==> config.mk <==
export PLATFORM = sky130hd
export DESIGN_NAME = dbfa_ctrl_flat
export DESIGN_NICKNAME = d
export VERILOG_FILES = /design/src/include/dbfa_pkg.sv /design/src/include/dbfa_if.sv /design/src/design/dbfa_ctrl.sv /design/src/flat_wrapper.sv
export SDC_FILE = /design/constraint.sdc
export NUM_CORES = 1
export LEC_CHECK = 0
export BUFFER_PORTS_ARGS = -buffer_cell sky130_fd_sc_hd__buf_2
export CORE_MARGIN = 8
export CORE_UTILIZATION = 34
export CTS_CLUSTER_DIAMETER = 80
export CTS_CLUSTER_SIZE = 8
export DETAILED_ROUTE_END_ITERATION = 6
export GPL_TIMING_DRIVEN = 0
export HOLD_SLACK_MARGIN = 0.02
export PLACE_DENSITY = 0.58
export REMOVE_ABC_BUFFERS = 1
export SLEW_MARGIN = 10
export SYNTH_ARGS = -nofsm -noshare
export SYNTH_HDL_FRONTEND = slang
export SYNTH_SLANG_ARGS = --single-unit
==> constraint.sdc <==
create_clock -name clock -period 2.7 [get_ports clock]
set_clock_uncertainty 0.05 [all_clocks]
set_input_delay 0.135 -clock clock [delete_from_list [all_inputs] [get_ports clock]]
set_output_delay 0.135 -clock clock [all_outputs]
set_load 0.03 [all_outputs]
==> src/include/dbfa_pkg.sv <==
package dbfa_pkg;

   // dram-side geometry of the flash bank
   localparam int ROW_BITS        = 11;
   localparam int COL_BITS        = 10;
   localparam int LANES           = 4;
   localparam int DATA_BITS       = 32;
   localparam int BANK_SEL_BIT    = 8;   // row bit that carries the bank select
   localparam int BANK_CPU_BIT    = 22;  // cpu address bit used as flash_bank_select_bit
   localparam int DWORD_CPU_BIT   = 2;   // dword_address_bit, lands on flash a0
   localparam int FLASH_ADDR_BITS = ROW_BITS - 1 + COL_BITS;

   // default flash bank bases behind 48 mbyte of dram
   localparam logic [31:0] FLASH_BANK0_BASE = 32'h0300_0000;
   localparam logic [31:0] FLASH_BANK1_BASE = 32'h0340_0000;
   localparam logic [31:0] FLASH_SPACE_SIZE = 32'h0080_0000;

   // timing, figures in ns, counts in 5 ns cycles
   localparam int CLK_PERIOD_PS    = 5000;
   localparam int FLASH_ACCESS_NS  = 70;
   localparam int FLASH_WE_NS      = 35;
   localparam int RAS_PRECHARGE_NS = 40;
   localparam int REF_RAS_NS       = 60;
   localparam int REFRESH_NS       = 15600;
   localparam int FLASH_ACC_CYC    = (FLASH_ACCESS_NS * 1000 + CLK_PERIOD_PS - 1) / CLK_PERIOD_PS;
   localparam int FLASH_WE_CYC     = (FLASH_WE_NS * 1000 + CLK_PERIOD_PS - 1) / CLK_PERIOD_PS;
   localparam int PRECHARGE_CYC    = (RAS_PRECHARGE_NS * 1000 + CLK_PERIOD_PS - 1) / CLK_PERIOD_PS;
   localparam int REF_RAS_CYC      = (REF_RAS_NS * 1000 + CLK_PERIOD_PS - 1) / CLK_PERIOD_PS;
   localparam int REFRESH_CYC      = (REFRESH_NS * 1000) / CLK_PERIOD_PS;
   localparam int CAS_HOLD_CYC     = FLASH_ACC_CYC + 3;
   localparam int CNT_W            = 8;
   localparam int REF_W            = 12;

   // controller command port map
   localparam logic [4:0] REG_ADDR   = 5'h00;
   localparam logic [4:0] REG_WDATA  = 5'h04;
   localparam logic [4:0] REG_CMD    = 5'h08;
   localparam logic [4:0] REG_STATUS = 5'h0c;
   localparam logic [4:0] REG_RDATA  = 5'h10;
   localparam int CMD_WRITE_BIT  = 0;
   localparam int CMD_MASTER_BIT = 1;
   localparam int CMD_BE_LSB     = 4;
   localparam int STAT_BUSY_BIT  = 0;
   localparam int STAT_DONE_BIT  = 1;
   localparam int STAT_REFUSED_BIT = 2;

   typedef enum logic [1:0] {
      A_IDLE  = 2'b00,
      A_READ  = 2'b01,
      A_WRITE = 2'b10,
      A_HOLD  = 2'b11
   } dbfa_astate_e;

   typedef enum logic [2:0] {
      H_IDLE = 3'b000,
      H_ROW  = 3'b001,
      H_COL  = 3'b010,
      H_HOLD = 3'b011,
      H_PRE  = 3'b100,
      H_RFC  = 3'b101,
      H_RFR  = 3'b110
   } dbfa_hstate_e;

   // row address for an offset inside the flash space
   function automatic logic [ROW_BITS-1:0] dbfa_row_of(input logic [31:0] off);
      logic [FLASH_ADDR_BITS-1:0] fa;
      fa = off[DWORD_CPU_BIT +: FLASH_ADDR_BITS];
      return {fa[FLASH_ADDR_BITS-1:COL_BITS+BANK_SEL_BIT], off[BANK_CPU_BIT],
              fa[COL_BITS+BANK_SEL_BIT-1:COL_BITS]};
   endfunction : dbfa_row_of

   // byte-mode flash address from row and column, bank bit removed
   function automatic logic [FLASH_ADDR_BITS-1:0] dbfa_flash_of(input logic [ROW_BITS-1:0] row,
                                                                 input logic [COL_BITS-1:0] col);
      return {row[ROW_BITS-1:BANK_SEL_BIT+1], row[BANK_SEL_BIT-1:0], col};
   endfunction : dbfa_flash_of

endpackage : dbfa_pkg

==> src/include/dbfa_if.sv <==
`timescale 1ns/100ps
`default_nettype none
// dram bus between the controller and the flash adapter
interface dbfa_if;
   logic                                ras_n;
   logic [dbfa_pkg::LANES-1:0]          cas_n;
   logic                                we_n;
   logic [dbfa_pkg::ROW_BITS-1:0]       addr;
   logic [dbfa_pkg::DATA_BITS-1:0]      wdata;
   logic                                cpu_cycle;
   logic [dbfa_pkg::DATA_BITS-1:0]      rdata;
   logic                                rdata_oe_n;

   modport ctrl (
      output ras_n,
      output cas_n,
      output we_n,
      output addr,
      output wdata,
      output cpu_cycle,
      input  rdata,
      input  rdata_oe_n
   );

   modport adapter (
      input  ras_n,
      input  cas_n,
      input  we_n,
      input  addr,
      input  wdata,
      input  cpu_cycle,
      output rdata,
      output rdata_oe_n
   );
endinterface : dbfa_if
`default_nettype wire

==> src/design/dbfa_ctrl.sv <==
`timescale 1ns/100ps
`default_nettype none
// dram controller end: one command at a time, cbr refresh, flash write guard
module dbfa_ctrl #(
   parameter int REFRESH_CYC = dbfa_pkg::REFRESH_CYC
) (
   input  wire logic                  clock,
   input  wire logic                  reset_n,
   dbfa_if.ctrl                       dram,
   input  wire logic [4:0]            reg_addr,
   input  wire logic [31:0]           reg_wdata,
   input  wire logic                  reg_wr,
   input  wire logic                  reg_rd,
   output logic [31:0]                reg_rdata
);

   dbfa_pkg::dbfa_hstate_e                  state_q;
   logic [31:0]                             addr_q;
   logic [31:0]                             wdata_q;
   logic [31:0]                             cmd_q;
   logic [31:0]                             rdata_q;
   logic                                    start_q;
   logic                                    done_q;
   logic                                    refused_q;
   logic                                    last_flash_wr_q;
   logic [dbfa_pkg::REF_W-1:0]              ref_cnt_q;
   logic                                    ref_pend_q;
   logic [dbfa_pkg::CNT_W-1:0]              cnt_q;
   logic                                    ras_n_q;
   logic [dbfa_pkg::LANES-1:0]              cas_n_q;
   logic                                    we_n_q;
   logic [dbfa_pkg::ROW_BITS-1:0]           addr_bus_q;
   logic [dbfa_pkg::DATA_BITS-1:0]          wdata_bus_q;
   logic                                    cpu_q;
   logic [31:0]                             status_word;

   // address decode: flash space sits right above dram banks zero to two
   wire [31:0] off       = addr_q - dbfa_pkg::FLASH_BANK0_BASE;
   wire        in_flash  = (addr_q >= dbfa_pkg::FLASH_BANK0_BASE) && (off < dbfa_pkg::FLASH_SPACE_SIZE);
   wire        is_write  = cmd_q[dbfa_pkg::CMD_WRITE_BIT];
   // a flash write straight after a flash write is refused, the devices would miss it
   wire        guard_hit = in_flash && is_write && last_flash_wr_q;
   wire [dbfa_pkg::ROW_BITS-1:0] row_addr = dbfa_pkg::dbfa_row_of(off);
   wire [dbfa_pkg::ROW_BITS-1:0] col_addr = {1'b0, off[dbfa_pkg::DWORD_CPU_BIT +: dbfa_pkg::COL_BITS]};
   wire [dbfa_pkg::LANES-1:0]    be       = cmd_q[dbfa_pkg::CMD_BE_LSB +: dbfa_pkg::LANES];
   wire        cmd_wr    = reg_wr && (reg_addr == dbfa_pkg::REG_CMD);
   wire        busy      = start_q || (state_q != dbfa_pkg::H_IDLE);
   wire        ref_hit   = (ref_cnt_q == dbfa_pkg::REF_W'(REFRESH_CYC - 1));
   wire        ref_go    = (state_q == dbfa_pkg::H_IDLE) && ref_pend_q;
   wire        hold_end  = (cnt_q == dbfa_pkg::CNT_W'(dbfa_pkg::CAS_HOLD_CYC - 1));
   wire        pre_end   = (cnt_q == dbfa_pkg::CNT_W'(dbfa_pkg::PRECHARGE_CYC - 1));
   wire        rfr_end   = (cnt_q == dbfa_pkg::CNT_W'(dbfa_pkg::REF_RAS_CYC - 1));

   assign dram.ras_n     = ras_n_q;
   assign dram.cas_n     = cas_n_q;
   assign dram.we_n      = we_n_q;
   assign dram.addr      = addr_bus_q;
   assign dram.wdata     = wdata_bus_q;
   assign dram.cpu_cycle = cpu_q;

   // status word assembled from the flag positions
   always_comb
   begin
      status_word = '0;
      status_word[dbfa_pkg::STAT_BUSY_BIT]    = busy;
      status_word[dbfa_pkg::STAT_DONE_BIT]    = done_q;
      status_word[dbfa_pkg::STAT_REFUSED_BIT] = refused_q;
   end

   wire [31:0] rd_mux = (reg_addr == dbfa_pkg::REG_ADDR)   ? addr_q :
                        (reg_addr == dbfa_pkg::REG_WDATA)  ? wdata_q :
                        (reg_addr == dbfa_pkg::REG_CMD)    ? cmd_q :
                        (reg_addr == dbfa_pkg::REG_STATUS) ? status_word :
                        (reg_addr == dbfa_pkg::REG_RDATA)  ? rdata_q : 32'h0;

   // command port; read data stands one cycle after the strobe
   always_ff @(posedge clock or negedge reset_n)
   begin
      if (!reset_n)
      begin
         addr_q    <= '0;
         wdata_q   <= '0;
         cmd_q     <= '0;
         reg_rdata <= '0;
      end
      else
      begin
         if (reg_wr && reg_addr == dbfa_pkg::REG_ADDR)
            addr_q <= reg_wdata;
         if (reg_wr && reg_addr == dbfa_pkg::REG_WDATA)
            wdata_q <= reg_wdata;
         if (cmd_wr)
            cmd_q <= reg_wdata;
         if (reg_rd)
            reg_rdata <= rd_mux;
      end
   end

   // refresh timer; a new request wins over the service that clears it
   always_ff @(posedge clock or negedge reset_n)
   begin
      if (!reset_n)
      begin
         ref_cnt_q  <= '0;
         ref_pend_q <= 1'b0;
      end
      else
      begin
         ref_cnt_q  <= ref_hit ? '0 : ref_cnt_q + 1'b1;
         ref_pend_q <= ref_hit || (ref_pend_q && !ref_go);
      end
   end

   // bus sequencer: row, column, cas hold, precharge; refresh is cas before ras only
   always_ff @(posedge clock or negedge reset_n)
   begin
      if (!reset_n)
      begin
         state_q         <= dbfa_pkg::H_IDLE;
         start_q         <= 1'b0;
         done_q          <= 1'b0;
         refused_q       <= 1'b0;
         last_flash_wr_q <= 1'b0;
         rdata_q         <= '0;
         cnt_q           <= '0;
         ras_n_q         <= 1'b1;
         cas_n_q         <= '1;
         we_n_q          <= 1'b1;
         addr_bus_q      <= '0;
         wdata_bus_q     <= '0;
         cpu_q           <= 1'b0;
      end
      else
      begin
         case (state_q)
            dbfa_pkg::H_IDLE:
            begin
               if (ref_go)
               begin
                  cas_n_q <= '0;
                  state_q <= dbfa_pkg::H_RFC;
               end
               else if (start_q)
               begin
                  start_q <= 1'b0;
                  if (!in_flash)
                  begin
                     last_flash_wr_q <= 1'b0;
                     state_q         <= dbfa_pkg::H_HOLD;
                  end
                  else if (guard_hit)
                  begin
                     refused_q <= 1'b1;
                     done_q    <= 1'b1;
                  end
                  else
                  begin
                     last_flash_wr_q <= is_write;
                     addr_bus_q      <= row_addr;
                     ras_n_q         <= 1'b0;
                     state_q         <= dbfa_pkg::H_ROW;
                  end
               end
            end
            dbfa_pkg::H_ROW:
            begin
               addr_bus_q  <= col_addr;
               cas_n_q     <= ~be;
               we_n_q      <= !is_write;
               wdata_bus_q <= wdata_q;
               cpu_q       <= !cmd_q[dbfa_pkg::CMD_MASTER_BIT];
               cnt_q       <= '0;
               state_q     <= dbfa_pkg::H_COL;
            end
            dbfa_pkg::H_COL:
            begin
               cnt_q <= cnt_q + 1'b1;
               // cas is held past the flash access time, so edo data is settled here
               if (hold_end)
               begin
                  rdata_q <= dram.rdata;
                  cas_n_q <= '1;
                  ras_n_q <= 1'b1;
                  we_n_q  <= 1'b1;
                  cpu_q   <= 1'b0;
                  done_q  <= 1'b1;
                  cnt_q   <= '0;
                  state_q <= dbfa_pkg::H_PRE;
               end
            end
            dbfa_pkg::H_HOLD:
            begin
               // other dram banks are not modelled; the access only serves as a fence
               rdata_q <= '0;
               done_q  <= 1'b1;
               state_q <= dbfa_pkg::H_IDLE;
            end
            dbfa_pkg::H_PRE:
            begin
               cnt_q <= cnt_q + 1'b1;
               if (pre_end)
                  state_q <= dbfa_pkg::H_IDLE;
            end
            dbfa_pkg::H_RFC:
            begin
               ras_n_q <= 1'b0;
               cnt_q   <= '0;
               state_q <= dbfa_pkg::H_RFR;
            end
            dbfa_pkg::H_RFR:
            begin
               cnt_q <= cnt_q + 1'b1;
               if (rfr_end)
               begin
                  ras_n_q <= 1'b1;
                  cas_n_q <= '1;
                  cnt_q   <= '0;
                  state_q <= dbfa_pkg::H_PRE;
               end
            end
            default:
            begin
               state_q <= dbfa_pkg::H_IDLE;
            end
         endcase
         // a new command clears the old outcome
         if (cmd_wr)
         begin
            start_q   <= 1'b1;
            done_q    <= 1'b0;
            refused_q <= 1'b0;
         end
      end
   end

endmodule : dbfa_ctrl
`default_nettype wire

==> src/flat_wrapper.sv <==
// flat-port wrapper written by rule: the top's interface ports become plain ports
module dbfa_ctrl_flat 
#(
   parameter int REFRESH_CYC = dbfa_pkg::REFRESH_CYC
)
  (clock, reset_n, reg_addr, reg_wdata, reg_wr, reg_rd, reg_rdata, dram_ras_n, dram_cas_n, dram_we_n, dram_addr, dram_wdata, dram_cpu_cycle, dram_rdata, dram_rdata_oe_n);
  dbfa_if dram_i ();
  input  wire logic clock;
  input  wire logic reset_n;
  input  wire logic [4:0] reg_addr;
  input  wire logic [31:0] reg_wdata;
  input  wire logic reg_wr;
  input  wire logic reg_rd;
  output logic [31:0] reg_rdata;
  output wire logic [$bits(dram_i.ras_n)-1:0] dram_ras_n;
  output wire logic [$bits(dram_i.cas_n)-1:0] dram_cas_n;
  output wire logic [$bits(dram_i.we_n)-1:0] dram_we_n;
  output wire logic [$bits(dram_i.addr)-1:0] dram_addr;
  output wire logic [$bits(dram_i.wdata)-1:0] dram_wdata;
  output wire logic [$bits(dram_i.cpu_cycle)-1:0] dram_cpu_cycle;
  input wire logic [$bits(dram_i.rdata)-1:0] dram_rdata;
  input wire logic [$bits(dram_i.rdata_oe_n)-1:0] dram_rdata_oe_n;
  assign dram_ras_n = dram_i.ras_n;
  assign dram_cas_n = dram_i.cas_n;
  assign dram_we_n = dram_i.we_n;
  assign dram_addr = dram_i.addr;
  assign dram_wdata = dram_i.wdata;
  assign dram_cpu_cycle = dram_i.cpu_cycle;
  assign dram_i.rdata = dram_rdata;
  assign dram_i.rdata_oe_n = dram_rdata_oe_n;
  dbfa_ctrl #(.REFRESH_CYC(REFRESH_CYC)) u_core (.clock(clock), .reset_n(reset_n), .dram(dram_i), .reg_addr(reg_addr), .reg_wdata(reg_wdata), .reg_wr(reg_wr), .reg_rd(reg_rd), .reg_rdata(reg_rdata));
endmodule
==> metrics <==
initial antenna violation count 3; Hold WC Path Type input port to async pin; Pwr Density 857 mW/mm^2; wire per inst between 15 and 20 um; setup_tns 0 ns; register share of total power a little over two fifths; Critical Path End u_core.dram.addr[7]$_DFFE_PN0P_; worst reg2reg path startpoint u_core.addr_q[23]$_DFFE_PN0P_; async set or reset register ratio after synthesis 100%; Setup crit end kind flip-flop; Critical Path Start Type flip-flop; Sink Count between 200 and 250; Top Ports 156; Placeable Area approximately 0.031 mm^2; I/O Buffers around 150; GRT Total Usage approximately 17%; area of the multi-input gates 0.00439 mm^2; Seq cells post-synth 238; DRC errors left 0; Inst Count DP about 1.5k; critical path data required time ~3 ns; share of layout cells above drive strength 1 30.0%; largest net degree at the start of global routing between 100 and 150; worst-path fanout max 10; R2R Setup Slk ~0.14 ns; Final Core Density a little over two fifths; grt ovf 0; Pleak 6.55 nW; Rel. slew slack between 20% and 30%; Clock power frac between 30% and 40%; via count slightly above 8k; RSZ-0062 raised after global routing false; NetSw 3.76 mW; status finished clean; CTS buffer count 35; register area around 0.0060 mm^2; ys flop type dfrtp_1; Fill cells 2958; Final Power approximately 12 mW; MaxCap Viol Count 0; Rows 65; DRT antenna net count 0; kind of critical path flip-flop to flip-flop; clock-pin slew on the worst setup and hold paths about 0.060 ns; Final Hold Fails 0; Detailed Routing Iterations Pass 1 4; relative area change from synthesis to final layout 28.0%; wirelength, routed around 32000 um; Worst Max-Slew Pin Slew between 1 and 1.5 ns; WP data arrival about 2.9 ns; RR Endpoint u_core.dram.addr[7]$_DFFE_PN0P_; Achievable Freq between 300 and 400 MHz; Ys Warns 0; Setup Buffers After CTS 0; initial core utilization about a third; final setup vio count 0; DIE WIDTH 193 um; cells after synthesis between 1k and 1.5k; R2R depth 5; min Tclk post-route approximately 2.6 ns; Sw Share 32.1%; P_int 7.95 mW; dpl cell area approximately 0.012 mm^2; Die ar. 0.0373 mm^2; syn avg cell area around 10 um^2; vias per inst between 5 and 6; CTS HTree Levels 2; combinational power share 23.8%; first element of the critical path u_core.addr_q[23]$_DFFE_PN0P_; Iter 0 DRT Violations approximately 540; Worst-Skew Late Latency roughly 0.5 ns; Tcrit/Tclk final about 95%; root buffer cell clkbuf_16; Post-synth EDFFs 0; CTS tree built; count of pins over their slew limit 0; GPL Wtd Cong about 0.8; first-pass GRT wire length 50800 um; Die H ~190 um; final net count between 1k and 1.5k; CTS Buffer Depth 3; Finished Cell Area roughly 0.014 mm^2; Post-Syn Area 0.0107 mm^2; hpwl dp ~20000 um; Cell Count, Final, Fillers Out about 1.6k; number of global-route vias before repair 8701; Synth cell types 54; Seq/Total Area, Yosys between 50% and 60%; Max VDD drop roughly 0.00045 V
[cells in the mapped netlist (6+ instances only)]
| master | instances | area, um^2 |
|---|---|---|
| a21oi_1 | 94 | 470 |
| buf_2 | 16 | 80.1 |
| dfstp_2 | 6 | 158 |
| xnor2_1 | 10 | 87.6 |
| nor3_1 | 10 | 50.1 |
| mux2_2 | 108 | 1220 |
| buf_6 | 7 | 78.8 |
| clkbuf_1 | 39 | 146 |
| nand3_1 | 13 | 65.1 |
| o21ai_0 | 46 | 230 |
| dfrtp_1 | 232 | 5810 |
| a22o_2 | 28 | 280 |
| nor2_1 | 57 | 214 |
| nor2b_1 | 34 | 213 |
| nand2_1 | 231 | 867 |
| xor2_1 | 6 | 52.6 |
| and3_1 | 7 | 43.8 |
[critical path, cell delays in order (launching register included)]
cell,delay (ns)
dfrtp_1,0.39
nor3b_1,0.36
nand3_1,0.35
nor3b_1,0.53
o21a_4,0.36
mux2_2,0.38
[kinds of logic after synthesis]
logic type	share of synthesized area, %
AOI/OAI and AO/OA	11.5
adders and majority gates	0.352
buffers and inverters	3.39
xor gates and xnor gates	1.31
muxes	11.6
DFF	55.9
and+or+nand+nor	16.0
[power groups by stage]
stage / registers [mW] / logic (mW) / clock network, mW
3_3_place_gp: 4.94 / 2.64 / 0
4_1_cts: 4.92 / 2.83 / 4.12
6_report: 4.93 / 2.79 / 4.00
5_1_grt: 5.04 / 3.05 / 4.27
3_5_place_dp: 4.97 / 2.74 / 0
2_1_floorplan: 5.44 / 1.22 / 0
[cell type report]
cell class | count | share of cell area, %
antenna | 2 | 0.0366
multi-input combinational | 712 | 32.1
timing repair buffer | 239 | 13.2
inverter | 5 | 0.137
clock buffer | 49 | 7.18
tap | 402 | 3.68
sequential | 238 | 43.6
[metal layers]
layer | up-vias | track usage [%] | share of wire, % | wire (um)
li1 | 3912 | - | - | -
met4 | 2 | 4.73 | 2.0 | 658
met2 | 199 | 28.7 | 49 | 15600
met3 | 48 | 3.12 | 4.2 | 1350
met5 | - | 0 | 0.040 | 13
met1 | 4142 | 22.1 | 45 | 14600
[what timing repair did]
action / CTS / global route
endpoints found under the setup margin: 10 / 0
hold buffers: 66 / 0
gates resized for setup: 2 / 0
endpoints found under the hold margin: 361 / 0
[how the worst min path moves through the flow]
stage | from | end | slack [ns] | cells past startpoint
2_1_floorplan | reset_n | u_core.addr_q[0]$_DFFE_PN0P_ | -0.21 | 0
3_3_place_gp | dram_rdata[0] | u_core.rdata_q[0]$_DFFE_PN0P_ | 0.31 | 2
3_5_place_dp | reset_n | u_core.cmd_q[27]$_DFFE_PN0P_ | -0.03 | 1
4_1_cts | reset_n | u_core.rdata_q[30]$_DFFE_PN0P_ | 0.03 | 2
5_1_grt | reset_n | u_core.rdata_q[30]$_DFFE_PN0P_ | 0.06 | 2
6_report | reset_n | u_core.rdata_q[30]$_DFFE_PN0P_ | 0.04 | 2
[state kept, by name, summed over array words and instances (netlist names)]
name,flops
u_core.refused_q,1
u_core.done_q,1
u_core.last_flash_wr_q,1
u_core.dram.ras_n,1
u_core.rdata_q,32
u_core.state_q,3
u_core.dram.addr,11
u_core.start_q,1
u_core.addr_q,32
u_core.dram.cpu_cycle,1
u_core.cnt_q,8
u_core.dram.wdata,32
u_core.ref_cnt_q,12
u_core.reg_rdata,32
u_core.dram.cas_n,4
u_core.dram.we_n,1
u_core.wdata_q,32
u_core.ref_pend_q,1
u_core.cmd_q,32
[layout by cell type (no fill, tap or decap), types with 4 or more instances in the layout]
master           n
dfrtp_1        232
nand2_1        230
buf_2          152
mux2_2         108
a21oi_1         94
dlygate4sd3_1   66
nor2_1          57
o21ai_0         46
clkbuf_16       37
nor2b_1         32
a22o_2          28
nand3_1         13
clkbuf_1        11
nor3_1          10
xnor2_1         10
buf_16           8
xor2_1           6
and3_1           6
dfstp_2          6
o22ai_1          5
a22o_1           5
buf_4            5
inv_1            4
o21a_1           4
[stage by stage]
stage               hold slack (ns)  setup WS [ns]
floorplan                    -0.211          0.142
global placement              0.306          -3.05
detailed placement          -0.0284         -0.305
CTS                          0.0344         0.0847
global route                 0.0647         0.0268
finish                       0.0378          0.137
No activity file was read; power rests on OpenSTA's default activity.
